[src/core/rip_cfg.svh]
// offsets, field positions, reset values and counts for the reset/interrupt priority block
`ifndef RIP_CFG_SVH
`define RIP_CFG_SVH

// ********************************
// register offsets
// ********************************
`define RIP_OFF_OPTION 3'h0
`define RIP_OFF_PRIO 3'h1
`define RIP_OFF_STATUS 3'h2
`define RIP_OFF_MASK 3'h3
`define RIP_OFF_CCR 3'h4
`define RIP_OFF_VECTOR 3'h5
`define RIP_OFF_WDOG 3'h6
`define RIP_OFF_NVM 3'h7

// ********************************
// option register fields
// ********************************
`define RIP_OPT_CONVERTER_POWER_UP 7
`define RIP_OPT_CSEL 6
`define RIP_OPT_EDGE 5
`define RIP_OPT_DLY 4
`define RIP_OPT_CME 3
`define RIP_OPT_RATE_HI 1
`define RIP_OPT_RATE_LO 0

// ********************************
// priority and mode register fields
// ********************************
`define RIP_PRIO_BOOT 7
`define RIP_PRIO_SPECIAL_MODE_FLAG 6
`define RIP_PRIO_MDA 5
`define RIP_PRIO_PSEL_HI 3
`define RIP_PRIO_PSEL_LO 0
`define RIP_PSEL_RST 4'h6
`define RIP_PSEL_BIAS 4'hA

// ********************************
// status, mask and core mask fields
// ********************************
`define RIP_ST_WDOG 0
`define RIP_ST_CLKF 1
`define RIP_ST_EDGE 2
`define RIP_CCR_I 0
`define RIP_CCR_X 1

// ********************************
// vector identities
// ********************************
`define RIP_VEC_POR 5'h00
`define RIP_VEC_CLKMON 5'h01
`define RIP_VEC_WDOG 5'h02
`define RIP_VEC_NMI 5'h03
`define RIP_VEC_ILLOP 5'h04
`define RIP_VEC_SWI 5'h05
`define RIP_VEC_MASK0 5'h06

// ********************************
// counts
// ********************************
`define RIP_OPT_WIN_CYC 7'h40
`define RIP_WDOG_PRESCALE 32768
`define RIP_WDOG_SCALE0 8'h01
`define RIP_WDOG_SCALE1 8'h04
`define RIP_WDOG_SCALE2 8'h10
`define RIP_WDOG_SCALE3 8'h40

`endif

[src/core/rip_pkg.sv]
// types shared by the reset/interrupt priority block
package rip_pkg;
	typedef logic [7:0] rip_byte_t;
	typedef logic [2:0] rip_addr_t;
	typedef logic [4:0] rip_vec_t;
	typedef logic [14:0] rip_msrc_t;
	typedef logic [3:0] rip_idx_t;
endpackage : rip_pkg

[src/core/rip_top.sv]
// reset configuration, option register and reset/interrupt priority resolution
//
// Design decisions made here: the address map and strobed register access.
`timescale 1ns/1ps
`include "rip_cfg.svh"
// Function
// protected option bits: once, first 64 cycles
// sense bit 0 level, 1 falling edge
// clock monitor enable; fail starts reset
// watchdog clock divided by 2^15, scaled
// reset clears converter power-up only
// reset disables nonvolatile programming controls
// promotion field resets to 0110
// pin comes up level-sensitive after reset
// mode pins latched at reset release
// special mode: write switches operating mode
// reset sets oscillator startup delay
// fixed priority, one maskable promotable
// six non-maskable sources in fixed order
// fifteen maskable sources in fixed order
// acknowledge sets global mask; maskables wait
// nmi mask set by hardware, cleared by software
// present highest pending source each cycle
// promoted maskable ranks above the rest
module rip_top #(
	parameter int WDOG_PRESCALE = `RIP_WDOG_PRESCALE
) (
	input wire logic core_clk,
	input wire logic rstn,
	input wire rip_pkg::rip_addr_t addr,
	input wire rip_pkg::rip_byte_t wr_data,
	input wire logic wr_en,
	input wire logic rd_en,
	output rip_pkg::rip_byte_t rd_data,
	input wire logic mode_select_a_pin,
	input wire logic mode_select_b_pin,
	input wire logic ext_int_pin_n,
	input wire logic nonmaskable_int_pin_n,
	input wire logic clk_fail_det,
	input wire logic illegal_op_req,
	input wire logic software_trap_instr_req,
	input wire rip_pkg::rip_msrc_t periph_int_req,
	input wire logic vec_ack,
	output logic vec_valid,
	output rip_pkg::rip_vec_t vec_id,
	output logic glob_int_mask,
	output logic nmi_mask,
	output logic sys_reset_req,
	output logic boot_rom_en,
	output logic special_mode_flag,
	output logic mode_a_flag,
	output logic converter_power_up,
	output logic osc_startup_delay_en,
	output rip_pkg::rip_byte_t nvm_prog_ctrl,
	output logic irq
);
	import rip_pkg::*;

	// ********************************
	// declarations
	// ********************************
	logic ext_int_edge_sense_r;
	logic clock_monitor_en_r;
	logic [1:0] watchdog_rate_sel_r;
	logic conv_clk_sel_r;
	rip_idx_t psel_r;
	logic opt_written_r;
	logic [6:0] win_cnt_r;
	logic strap_done_r;
	logic [2:0] status_r;
	logic [2:0] mask_r;
	logic por_pend_r;
	logic clkmon_pend_r;
	logic wdog_pend_r;
	logic edge_pend_r;
	logic ext_pin_prev_r;
	logic wr_opt;
	logic wr_prio;
	logic wr_ccr;
	logic prot_ok;
	logic ack_ext;
	logic ext_fall;
	logic ext_req;
	logic nmi_req;
	logic wdog_timeout;
	logic clkmon_fire;
	logic msk_valid;
	rip_idx_t msk_idx;
	rip_msrc_t msk_req;
	logic vec_valid_nxt;
	rip_vec_t vec_id_nxt;
	rip_byte_t opt_view;
	rip_byte_t prio_view;
	rip_byte_t rd_nxt;

	assign wr_opt = wr_en && addr == `RIP_OFF_OPTION;
	assign wr_prio = wr_en && addr == `RIP_OFF_PRIO;
	assign wr_ccr = wr_en && addr == `RIP_OFF_CCR;

	// ********************************
	// option register
	// ********************************
	// window closes for good at 64; special modes ignore it
	assign prot_ok = special_mode_flag || (!opt_written_r && win_cnt_r < `RIP_OPT_WIN_CYC);

	always_ff @(posedge core_clk) begin
		if (!rstn) begin
			win_cnt_r <= 7'h00;
		end else if (win_cnt_r < `RIP_OPT_WIN_CYC) begin
			win_cnt_r <= win_cnt_r + 7'h01;
		end
	end

	always_ff @(posedge core_clk) begin
		if (!rstn) begin
			opt_written_r <= 1'b0;
		end else if (wr_opt && prot_ok && !special_mode_flag) begin
			opt_written_r <= 1'b1;
		end
	end

	always_ff @(posedge core_clk) begin
		if (!rstn) begin
			ext_int_edge_sense_r <= 1'b0;
			osc_startup_delay_en <= 1'b1;
			watchdog_rate_sel_r <= 2'b00;
		end else if (wr_opt && prot_ok) begin
			ext_int_edge_sense_r <= wr_data[`RIP_OPT_EDGE];
			osc_startup_delay_en <= wr_data[`RIP_OPT_DLY];
			watchdog_rate_sel_r <= wr_data[`RIP_OPT_RATE_HI:`RIP_OPT_RATE_LO];
		end
	end

	always_ff @(posedge core_clk) begin
		if (!rstn) begin
			clock_monitor_en_r <= 1'b0;
			converter_power_up <= 1'b0;
		end else if (wr_opt) begin
			clock_monitor_en_r <= wr_data[`RIP_OPT_CME];
			converter_power_up <= wr_data[`RIP_OPT_CONVERTER_POWER_UP];
		end
	end

	// left without reset on purpose: converter setup is undefined out of reset
	always_ff @(posedge core_clk) begin
		if (wr_opt) begin
			conv_clk_sel_r <= wr_data[`RIP_OPT_CSEL];
		end
	end

	always_comb begin
		opt_view = 8'h00;
		opt_view[`RIP_OPT_CONVERTER_POWER_UP] = converter_power_up;
		opt_view[`RIP_OPT_CSEL] = conv_clk_sel_r;
		opt_view[`RIP_OPT_EDGE] = ext_int_edge_sense_r;
		opt_view[`RIP_OPT_DLY] = osc_startup_delay_en;
		opt_view[`RIP_OPT_CME] = clock_monitor_en_r;
		opt_view[`RIP_OPT_RATE_HI:`RIP_OPT_RATE_LO] = watchdog_rate_sel_r;
	end

	// ********************************
	// mode latches and promotion field
	// ********************************
	// straps caught at the first edge after release, never by the reset itself
	always_ff @(posedge core_clk) begin
		if (!rstn) begin
			strap_done_r <= 1'b0;
		end else begin
			strap_done_r <= 1'b1;
		end
	end

	always_ff @(posedge core_clk) begin
		if (!rstn) begin
			boot_rom_en <= 1'b0;
			special_mode_flag <= 1'b0;
			mode_a_flag <= 1'b0;
		end else if (!strap_done_r) begin
			boot_rom_en <= !mode_select_b_pin;
			special_mode_flag <= !mode_select_b_pin;
			mode_a_flag <= mode_select_a_pin;
		end else if (wr_prio && special_mode_flag) begin
			boot_rom_en <= wr_data[`RIP_PRIO_BOOT];
			special_mode_flag <= wr_data[`RIP_PRIO_SPECIAL_MODE_FLAG];
			mode_a_flag <= wr_data[`RIP_PRIO_MDA];
		end
	end

	always_ff @(posedge core_clk) begin
		if (!rstn) begin
			psel_r <= `RIP_PSEL_RST;
		end else if (wr_prio) begin
			psel_r <= wr_data[`RIP_PRIO_PSEL_HI:`RIP_PRIO_PSEL_LO];
		end
	end

	always_comb begin
		prio_view = 8'h00;
		prio_view[`RIP_PRIO_BOOT] = boot_rom_en;
		prio_view[`RIP_PRIO_SPECIAL_MODE_FLAG] = special_mode_flag;
		prio_view[`RIP_PRIO_MDA] = mode_a_flag;
		prio_view[`RIP_PRIO_PSEL_HI:`RIP_PRIO_PSEL_LO] = psel_r;
	end

	// ********************************
	// nonvolatile programming controls
	// ********************************
	always_ff @(posedge core_clk) begin
		if (!rstn) begin
			nvm_prog_ctrl <= 8'h00;
		end else if (wr_en && addr == `RIP_OFF_NVM) begin
			nvm_prog_ctrl <= wr_data;
		end
	end

	// ********************************
	// watchdog and clock monitor
	// ********************************
	rip_wdog_div #(
		.PRESCALE(WDOG_PRESCALE)
	) u_wdog (
		.core_clk(core_clk),
		.rstn(rstn),
		.restart(wr_en && addr == `RIP_OFF_WDOG),
		.rate_sel(watchdog_rate_sel_r),
		.timeout(wdog_timeout)
	);

	assign clkmon_fire = clock_monitor_en_r && clk_fail_det;

	// ********************************
	// pending sources
	// ********************************
	assign ext_fall = ext_pin_prev_r && !ext_int_pin_n;
	assign ack_ext = vec_ack && vec_valid && vec_id == `RIP_VEC_MASK0;
	assign ext_req = ext_int_edge_sense_r ? edge_pend_r : !ext_int_pin_n;
	assign nmi_req = !nonmaskable_int_pin_n && !nmi_mask;
	assign msk_req = {periph_int_req[14:1], ext_req};

	always_ff @(posedge core_clk) begin
		if (!rstn) begin
			ext_pin_prev_r <= 1'b1;
		end else begin
			ext_pin_prev_r <= ext_int_pin_n;
		end
	end

	// a new edge in the acknowledge cycle is kept
	always_ff @(posedge core_clk) begin
		if (!rstn) begin
			edge_pend_r <= 1'b0;
		end else if (ext_int_edge_sense_r && ext_fall) begin
			edge_pend_r <= 1'b1;
		end else if (ack_ext || !ext_int_edge_sense_r) begin
			edge_pend_r <= 1'b0;
		end
	end

	always_ff @(posedge core_clk) begin
		if (!rstn) begin
			por_pend_r <= 1'b1;
		end else if (vec_ack && vec_valid && vec_id == `RIP_VEC_POR) begin
			por_pend_r <= 1'b0;
		end
	end

	always_ff @(posedge core_clk) begin
		if (!rstn) begin
			clkmon_pend_r <= 1'b0;
		end else if (clkmon_fire) begin
			clkmon_pend_r <= 1'b1;
		end else if (vec_ack && vec_valid && vec_id == `RIP_VEC_CLKMON) begin
			clkmon_pend_r <= 1'b0;
		end
	end

	always_ff @(posedge core_clk) begin
		if (!rstn) begin
			wdog_pend_r <= 1'b0;
		end else if (wdog_timeout) begin
			wdog_pend_r <= 1'b1;
		end else if (vec_ack && vec_valid && vec_id == `RIP_VEC_WDOG) begin
			wdog_pend_r <= 1'b0;
		end
	end

	always_ff @(posedge core_clk) begin
		if (!rstn) begin
			sys_reset_req <= 1'b0;
		end else begin
			sys_reset_req <= clkmon_pend_r || wdog_pend_r || clkmon_fire || wdog_timeout;
		end
	end

	// ********************************
	// core masks
	// ********************************
	always_ff @(posedge core_clk) begin
		if (!rstn) begin
			glob_int_mask <= 1'b1;
		end else if (vec_ack && vec_valid) begin
			glob_int_mask <= 1'b1;
		end else if (wr_ccr) begin
			glob_int_mask <= wr_data[`RIP_CCR_I];
		end
	end

	// software may only clear it; hardware set wins
	always_ff @(posedge core_clk) begin
		if (!rstn) begin
			nmi_mask <= 1'b1;
		end else if (vec_ack && vec_valid && vec_id == `RIP_VEC_NMI) begin
			nmi_mask <= 1'b1;
		end else if (wr_ccr && !wr_data[`RIP_CCR_X]) begin
			nmi_mask <= 1'b0;
		end
	end

	// ********************************
	// priority resolution
	// ********************************
	rip_prio_enc u_enc (
		.req(msk_req),
		.psel(psel_r),
		.valid(msk_valid),
		.idx(msk_idx)
	);

	always_comb begin
		vec_valid_nxt = 1'b1;
		vec_id_nxt = `RIP_VEC_POR;
		if (por_pend_r) begin
			vec_id_nxt = `RIP_VEC_POR;
		end else if (clkmon_pend_r) begin
			vec_id_nxt = `RIP_VEC_CLKMON;
		end else if (wdog_pend_r) begin
			vec_id_nxt = `RIP_VEC_WDOG;
		end else if (nmi_req) begin
			vec_id_nxt = `RIP_VEC_NMI;
		end else if (illegal_op_req) begin
			vec_id_nxt = `RIP_VEC_ILLOP;
		end else if (software_trap_instr_req) begin
			vec_id_nxt = `RIP_VEC_SWI;
		end else if (msk_valid && !glob_int_mask) begin
			vec_id_nxt = `RIP_VEC_MASK0 + {1'b0, msk_idx};
		end else begin
			vec_valid_nxt = 1'b0;
		end
	end

	// one cycle of latency keeps the outputs flopped; ack drops the request at once
	always_ff @(posedge core_clk) begin
		if (!rstn) begin
			vec_valid <= 1'b0;
			vec_id <= `RIP_VEC_POR;
		end else begin
			vec_valid <= vec_valid_nxt && !(vec_ack && vec_valid);
			vec_id <= vec_id_nxt;
		end
	end

	// ********************************
	// event status and interrupt
	// ********************************
	always_ff @(posedge core_clk) begin
		if (!rstn) begin
			status_r <= 3'b000;
		end else begin
			for (int b = 0; b < 3; b++) begin
				if ((b == `RIP_ST_WDOG && wdog_timeout) || (b == `RIP_ST_CLKF && clkmon_fire) ||
					(b == `RIP_ST_EDGE && ext_fall && ext_int_edge_sense_r)) begin
					status_r[b] <= 1'b1;
				end else if (wr_en && addr == `RIP_OFF_STATUS && wr_data[b]) begin
					status_r[b] <= 1'b0;
				end
			end
		end
	end

	always_ff @(posedge core_clk) begin
		if (!rstn) begin
			mask_r <= 3'b000;
		end else if (wr_en && addr == `RIP_OFF_MASK) begin
			mask_r <= wr_data[2:0];
		end
	end

	always_ff @(posedge core_clk) begin
		if (!rstn) begin
			irq <= 1'b0;
		end else begin
			irq <= |(status_r & mask_r);
		end
	end

	// ********************************
	// read port
	// ********************************
	always_comb begin
		unique case (addr)
			`RIP_OFF_OPTION: rd_nxt = opt_view;
			`RIP_OFF_PRIO: rd_nxt = prio_view;
			`RIP_OFF_STATUS: rd_nxt = {5'b00000, status_r};
			`RIP_OFF_MASK: rd_nxt = {5'b00000, mask_r};
			`RIP_OFF_CCR: rd_nxt = {6'b000000, nmi_mask, glob_int_mask};
			`RIP_OFF_VECTOR: rd_nxt = {vec_valid, 2'b00, vec_id};
			`RIP_OFF_WDOG: rd_nxt = {7'b0000000, wdog_pend_r};
			`RIP_OFF_NVM: rd_nxt = nvm_prog_ctrl;
		endcase
	end

	always_ff @(posedge core_clk) begin
		if (!rstn) begin
			rd_data <= 8'h00;
		end else if (rd_en) begin
			rd_data <= rd_nxt;
		end else begin
			rd_data <= 8'h00;
		end
	end
endmodule : rip_top

[src/core/rip_prio_enc.sv]
// maskable source picker with one promoted source
`timescale 1ns/1ps
`include "rip_cfg.svh"
module rip_prio_enc (
	input wire rip_pkg::rip_msrc_t req,
	input wire rip_pkg::rip_idx_t psel,
	output logic valid,
	output rip_pkg::rip_idx_t idx
);
	import rip_pkg::*;
	rip_idx_t prom;
	always_comb begin
		prom = psel + `RIP_PSEL_BIAS;
		valid = |req;
		idx = 4'h0;
		for (int i = 14; i >= 0; i--) begin
			if (req[i]) begin
				idx = 4'(i);
			end
		end
		// index 15 names no source, so no promotion
		if (prom != 4'hF && req[prom]) begin
			idx = prom;
		end
	end
endmodule : rip_prio_enc

[src/core/rip_wdog_div.sv]
// watchdog prescaler and rate-scaled timeout
`timescale 1ns/1ps
`include "rip_cfg.svh"
module rip_wdog_div #(
	parameter int PRESCALE = `RIP_WDOG_PRESCALE
) (
	input wire logic core_clk,
	input wire logic rstn,
	input wire logic restart,
	input wire logic [1:0] rate_sel,
	output logic timeout
);
	import rip_pkg::*;
	logic [15:0] pre_r;
	logic [7:0] scl_r;
	logic [7:0] limit;
	logic tick;
	assign tick = (pre_r == 16'(PRESCALE - 1));
	always_comb begin
		unique case (rate_sel)
			2'b00: limit = `RIP_WDOG_SCALE0;
			2'b01: limit = `RIP_WDOG_SCALE1;
			2'b10: limit = `RIP_WDOG_SCALE2;
			2'b11: limit = `RIP_WDOG_SCALE3;
		endcase
	end
	always_ff @(posedge core_clk) begin
		if (!rstn || restart || tick) begin
			pre_r <= 16'h0000;
		end else begin
			pre_r <= pre_r + 16'h0001;
		end
	end
	always_ff @(posedge core_clk) begin
		if (!rstn || restart) begin
			scl_r <= 8'h00;
			timeout <= 1'b0;
		end else begin
			timeout <= 1'b0;
			if (tick) begin
				if (scl_r + 8'h01 == limit) begin
					scl_r <= 8'h00;
					timeout <= 1'b1;
				end else begin
					scl_r <= scl_r + 8'h01;
				end
			end
		end
	end
endmodule : rip_wdog_div

[config.mk]
export PLATFORM = sky130hd
export DESIGN_NAME = rip_top
export DESIGN_NICKNAME = d
export VERILOG_FILES = /design/src/core/rip_pkg.sv /design/src/core/rip_top.sv /design/src/core/rip_prio_enc.sv /design/src/core/rip_wdog_div.sv
export VERILOG_INCLUDE_DIRS = /design/src /design/src/core
export SDC_FILE = /design/constraint.sdc
export NUM_CORES = 1
export LEC_CHECK = 0
export ABC_AREA = 0
export BUFFER_PORTS_ARGS = -buffer_cell sky130_fd_sc_hd__buf_2
export CORE_MARGIN = 2
export CORE_UTILIZATION = 55
export CTS_CLUSTER_SIZE = 16
export DETAILED_ROUTE_END_ITERATION = 8
export PLACE_DENSITY = 0.78
export SLEW_MARGIN = 10
export SYNTH_ARGS = -nofsm -noshare
export SYNTH_HDL_FRONTEND = slang
export SYNTH_HIERARCHICAL = 1
export SYNTH_SLANG_ARGS = --single-unit
[constraint.sdc]
create_clock -name core_clk -period 5.53 [get_ports core_clk]
set_input_delay 1.106 -clock core_clk [delete_from_list [all_inputs] [get_ports core_clk]]
set_output_delay 1.106 -clock core_clk [all_outputs]
set_load 0.03 [all_outputs]
==> impl_metrics.ini <==
[status]
status = finished clean

[detailed_routing]
viasPerCell = 5.96
wire_per_inst_um = 16.1
vias = 3929
wl_mm = 10.6
drc = 0
drt_iter0_drc = 418
drtPass1Iterations = 5
ant_nets = 0

[min_path]
hp-class = register to register
hold_depth = 1

[critical_path]
critPathMaxStageDelay_ns = 0.46
r2r_cells = 9
crit_cells = 9
start_kind = input port
path_delay_family = compound AO/OA/AOI/OAI gates
cp.required_ns = 5.78
critPathSlowestCell = o41ai_2
cp_cell_sequence = buf_2, a21oi_1, a2111oi_0, o41ai_2, mux2_2, inv_1, ha_1, nor2_1, o311a_1
path_max_fanout = 4
critPathBufInv = 2
critPathKind = input port to register
crit_arrival_ns = 3.09
endpoint_kind = register

[run]
maxCapViolCount = 0

[logic_synthesis]
syn_avg_cell_area_um2 = 8.69
synth_edf_count = 1
synth_ff_type = dfxtp_1
yosysTopAreaCellShare_pct = 38.9
synth.net_count = 540
synth_largest_area_cell = dfxtp_1
syn-cell-area_um2 = 4320
synth_seq_area_share_pct = 39.6
netlist_instances = 497
yosysWarnings = 6
netlist-cell-type-count = 72
async_flop_share_pct = 0
synth_seq_cells = 85
yosys-top-cells-area = dfxtp_1, nand2_1, nor2_1, a21oi_1, mux2i_1

[power]
leakage_nw = 1.95
ir_drop_uv = 180
power_density_nw_per_um2 = 248

[placed_design]
dp_hpwl_mm = 7.66
gp_congestion = 0.880
place_inst = 643
port_buffers = 67

[cts]
cts_tree = done
clk_latency_ns = 0.35
cts_buffer_depth = 2
root_buffer = clkbuf_8
cts_resized = 0
clk_pin_slew_ns = 0.09
cts-htree-levels = 3
holdBufCountCts = 0
cts.sinks = 85
cts_made_buffers = 9
postCtsSetupBuffers = 0

[floorplanning]
core-area_um2 = 7650
row_count = 32
io_pins = 69
dieArea_um2 = 8580
die_h_um = 92.6
chipWidth_um = 92.6
start_util_pct = 56.5

[finish]
nets = 595
final_cell_count_no_fill = 659
drive_above_1_share_pct = 19.2
num_antenna_cells = 0
utilization_pct = 63.6
area_growth_pct = 12.7
fillCellCount = 671

[timing]
final-hold-violation-count = 0
fin_worst_skew_ns = 0.00841
tns_ns = 0
report.final.setup_viol = 0
worst_pin_slew_ns = 1.01
finalCritPeriodShare_pct = 51.4
fmax_mhz = 352
relSlewSlack_pct = 32.3
layout_min_cycle_time_ns = 2.84
rsz0062_at_grt = no
finalMaxSlewViolations = 0

[grt]
antenna_found_initial = 0
gr-total-overflow = 0
grt_max_degree = 33
grt_pass1_vias = 3605
grt_first_pass_wirelength_mm = 17.8
grt_use_total_pct = 25.9
state kept, by name, summed over array words and instances, names as in the netlist, 2 cells and up:
| name | flops |
|---|---|
| u_wdog/pre_r | 16 |
| nvm_prog_ctrl | 8 |
| rd_data | 8 |
| u_wdog/scl_r | 8 |
| win_cnt_r | 7 |
| vec_id | 5 |
| psel_r | 4 |
| mask_r | 3 |
| status_r | 3 |
| watchdog_rate_sel_r | 2 |
per-stage QoR:
step	cell area, um2	power (mW)	hold WS [ns]	worst slack (ns)
floorplan	4320	0.738	0.413	2.66
global placement	4660	0.779	0.423	2.37
detailed placement	4660	0.783	0.439	2.34
CTS	4870	1.21	0.459	2.71
global route	4870	1.26	0.491	2.50
finish	4870	1.21	0.451	2.69
per-layer routing:
layer  vias up  track usage [%]  wire (um)
li1       1910                -          -
met1      1857             37.0       4880
met2       146             40.4       4850
met3        16             4.48        733
met4         0             7.21        155
met5         -                0          0
power breakdown:
part	total [mW]	internal, mW	switching, mW
logic	0.130	0.0497	0.0804
registers	0.641	0.627	0.0141
clock network	0.437	0.215	0.222
path summary, 6_finish.rpt:
check | end | from | slack (ns)
worst max-delay path | vec_id[2] | ext_int_pin_n | 2.69
worst min-delay path | u_wdog/pre_r[0] | u_wdog/pre_r[0] | 0.45
worst max register to register | vec_id[2] | psel_r[1] | 2.75
worst min register to register | u_wdog/pre_r[0] | u_wdog/pre_r[0] | 0.45
cell usage in the layout (no fill, tap or decap), types with 5 or more instances in the layout:
| cell type | count |
|---|---|
| nor2_1 | 48 |
| a31oi_1 | 6 |
| xnor2_1 | 10 |
| a211oi_1 | 6 |
| mux2_2 | 7 |
| or3_1 | 5 |
| nand4_1 | 9 |
| mux2i_1 | 12 |
| buf_2 | 67 |
| nand2b_1 | 8 |
| nand3_1 | 15 |
| clkbuf_8 | 11 |
| nor3_1 | 11 |
| xor2_1 | 13 |
| a21boi_0 | 5 |
| dfxtp_1 | 84 |
| a21oi_1 | 35 |
| o21ai_0 | 24 |
| nor2b_1 | 8 |
| ha_1 | 5 |
| inv_1 | 21 |
| nor4_1 | 8 |
| nand2_1 | 48 |
logic make-up after synthesis:
group                      count (synthesis)  synth area share [%]
DFF                                       85                  39.6
xor gates and xnor gates                  24                  5.19
AOI/OAI and AO/OA                        115                  17.4
and+or+nand+nor                          201                  25.1
muxes                                     22                  6.26
adders and majority gates                  5                  1.45
buffers and inverters                     45                  4.96
cell usage after synthesis, drive strengths merged (3+ instances only):
cell type / number
nand3b: 3
nor3b: 4
nand4b: 4
nand4: 10
inv: 21
a21oi: 36
nand3: 15
o31ai: 4
and4bb: 3
xnor2: 10
nand2: 48
dfxtp: 84
and3b: 4
and2: 4
mux2: 7
and4: 5
a31oi: 6
o21ai: 25
buf: 11
clkbuf: 12
o211ai: 3
or3: 6
xor2: 13
nor3: 11
nor2b: 8
a41oi: 3
and3: 3
nor4: 8
ha: 5
nand2b: 8
o21a: 3
a211oi: 6
nor2: 48
a21boi: 5
mux4: 3
mux2i: 12
a21o: 4
layout make-up:
class	count	area (um2)	share of cell area [%]
Timing Repair Buffer	67	335	6.89
Sequential cell	85	1710	35.2
Tap cell	102	128	2.62
Clock inverter	4	28.8	0.591
Multi-Input combinational cell	367	2390	49.2
Inverter	22	95.1	1.95
Clock buffer	12	176	3.62
No activity file was read; power rests on OpenSTA's default activity.
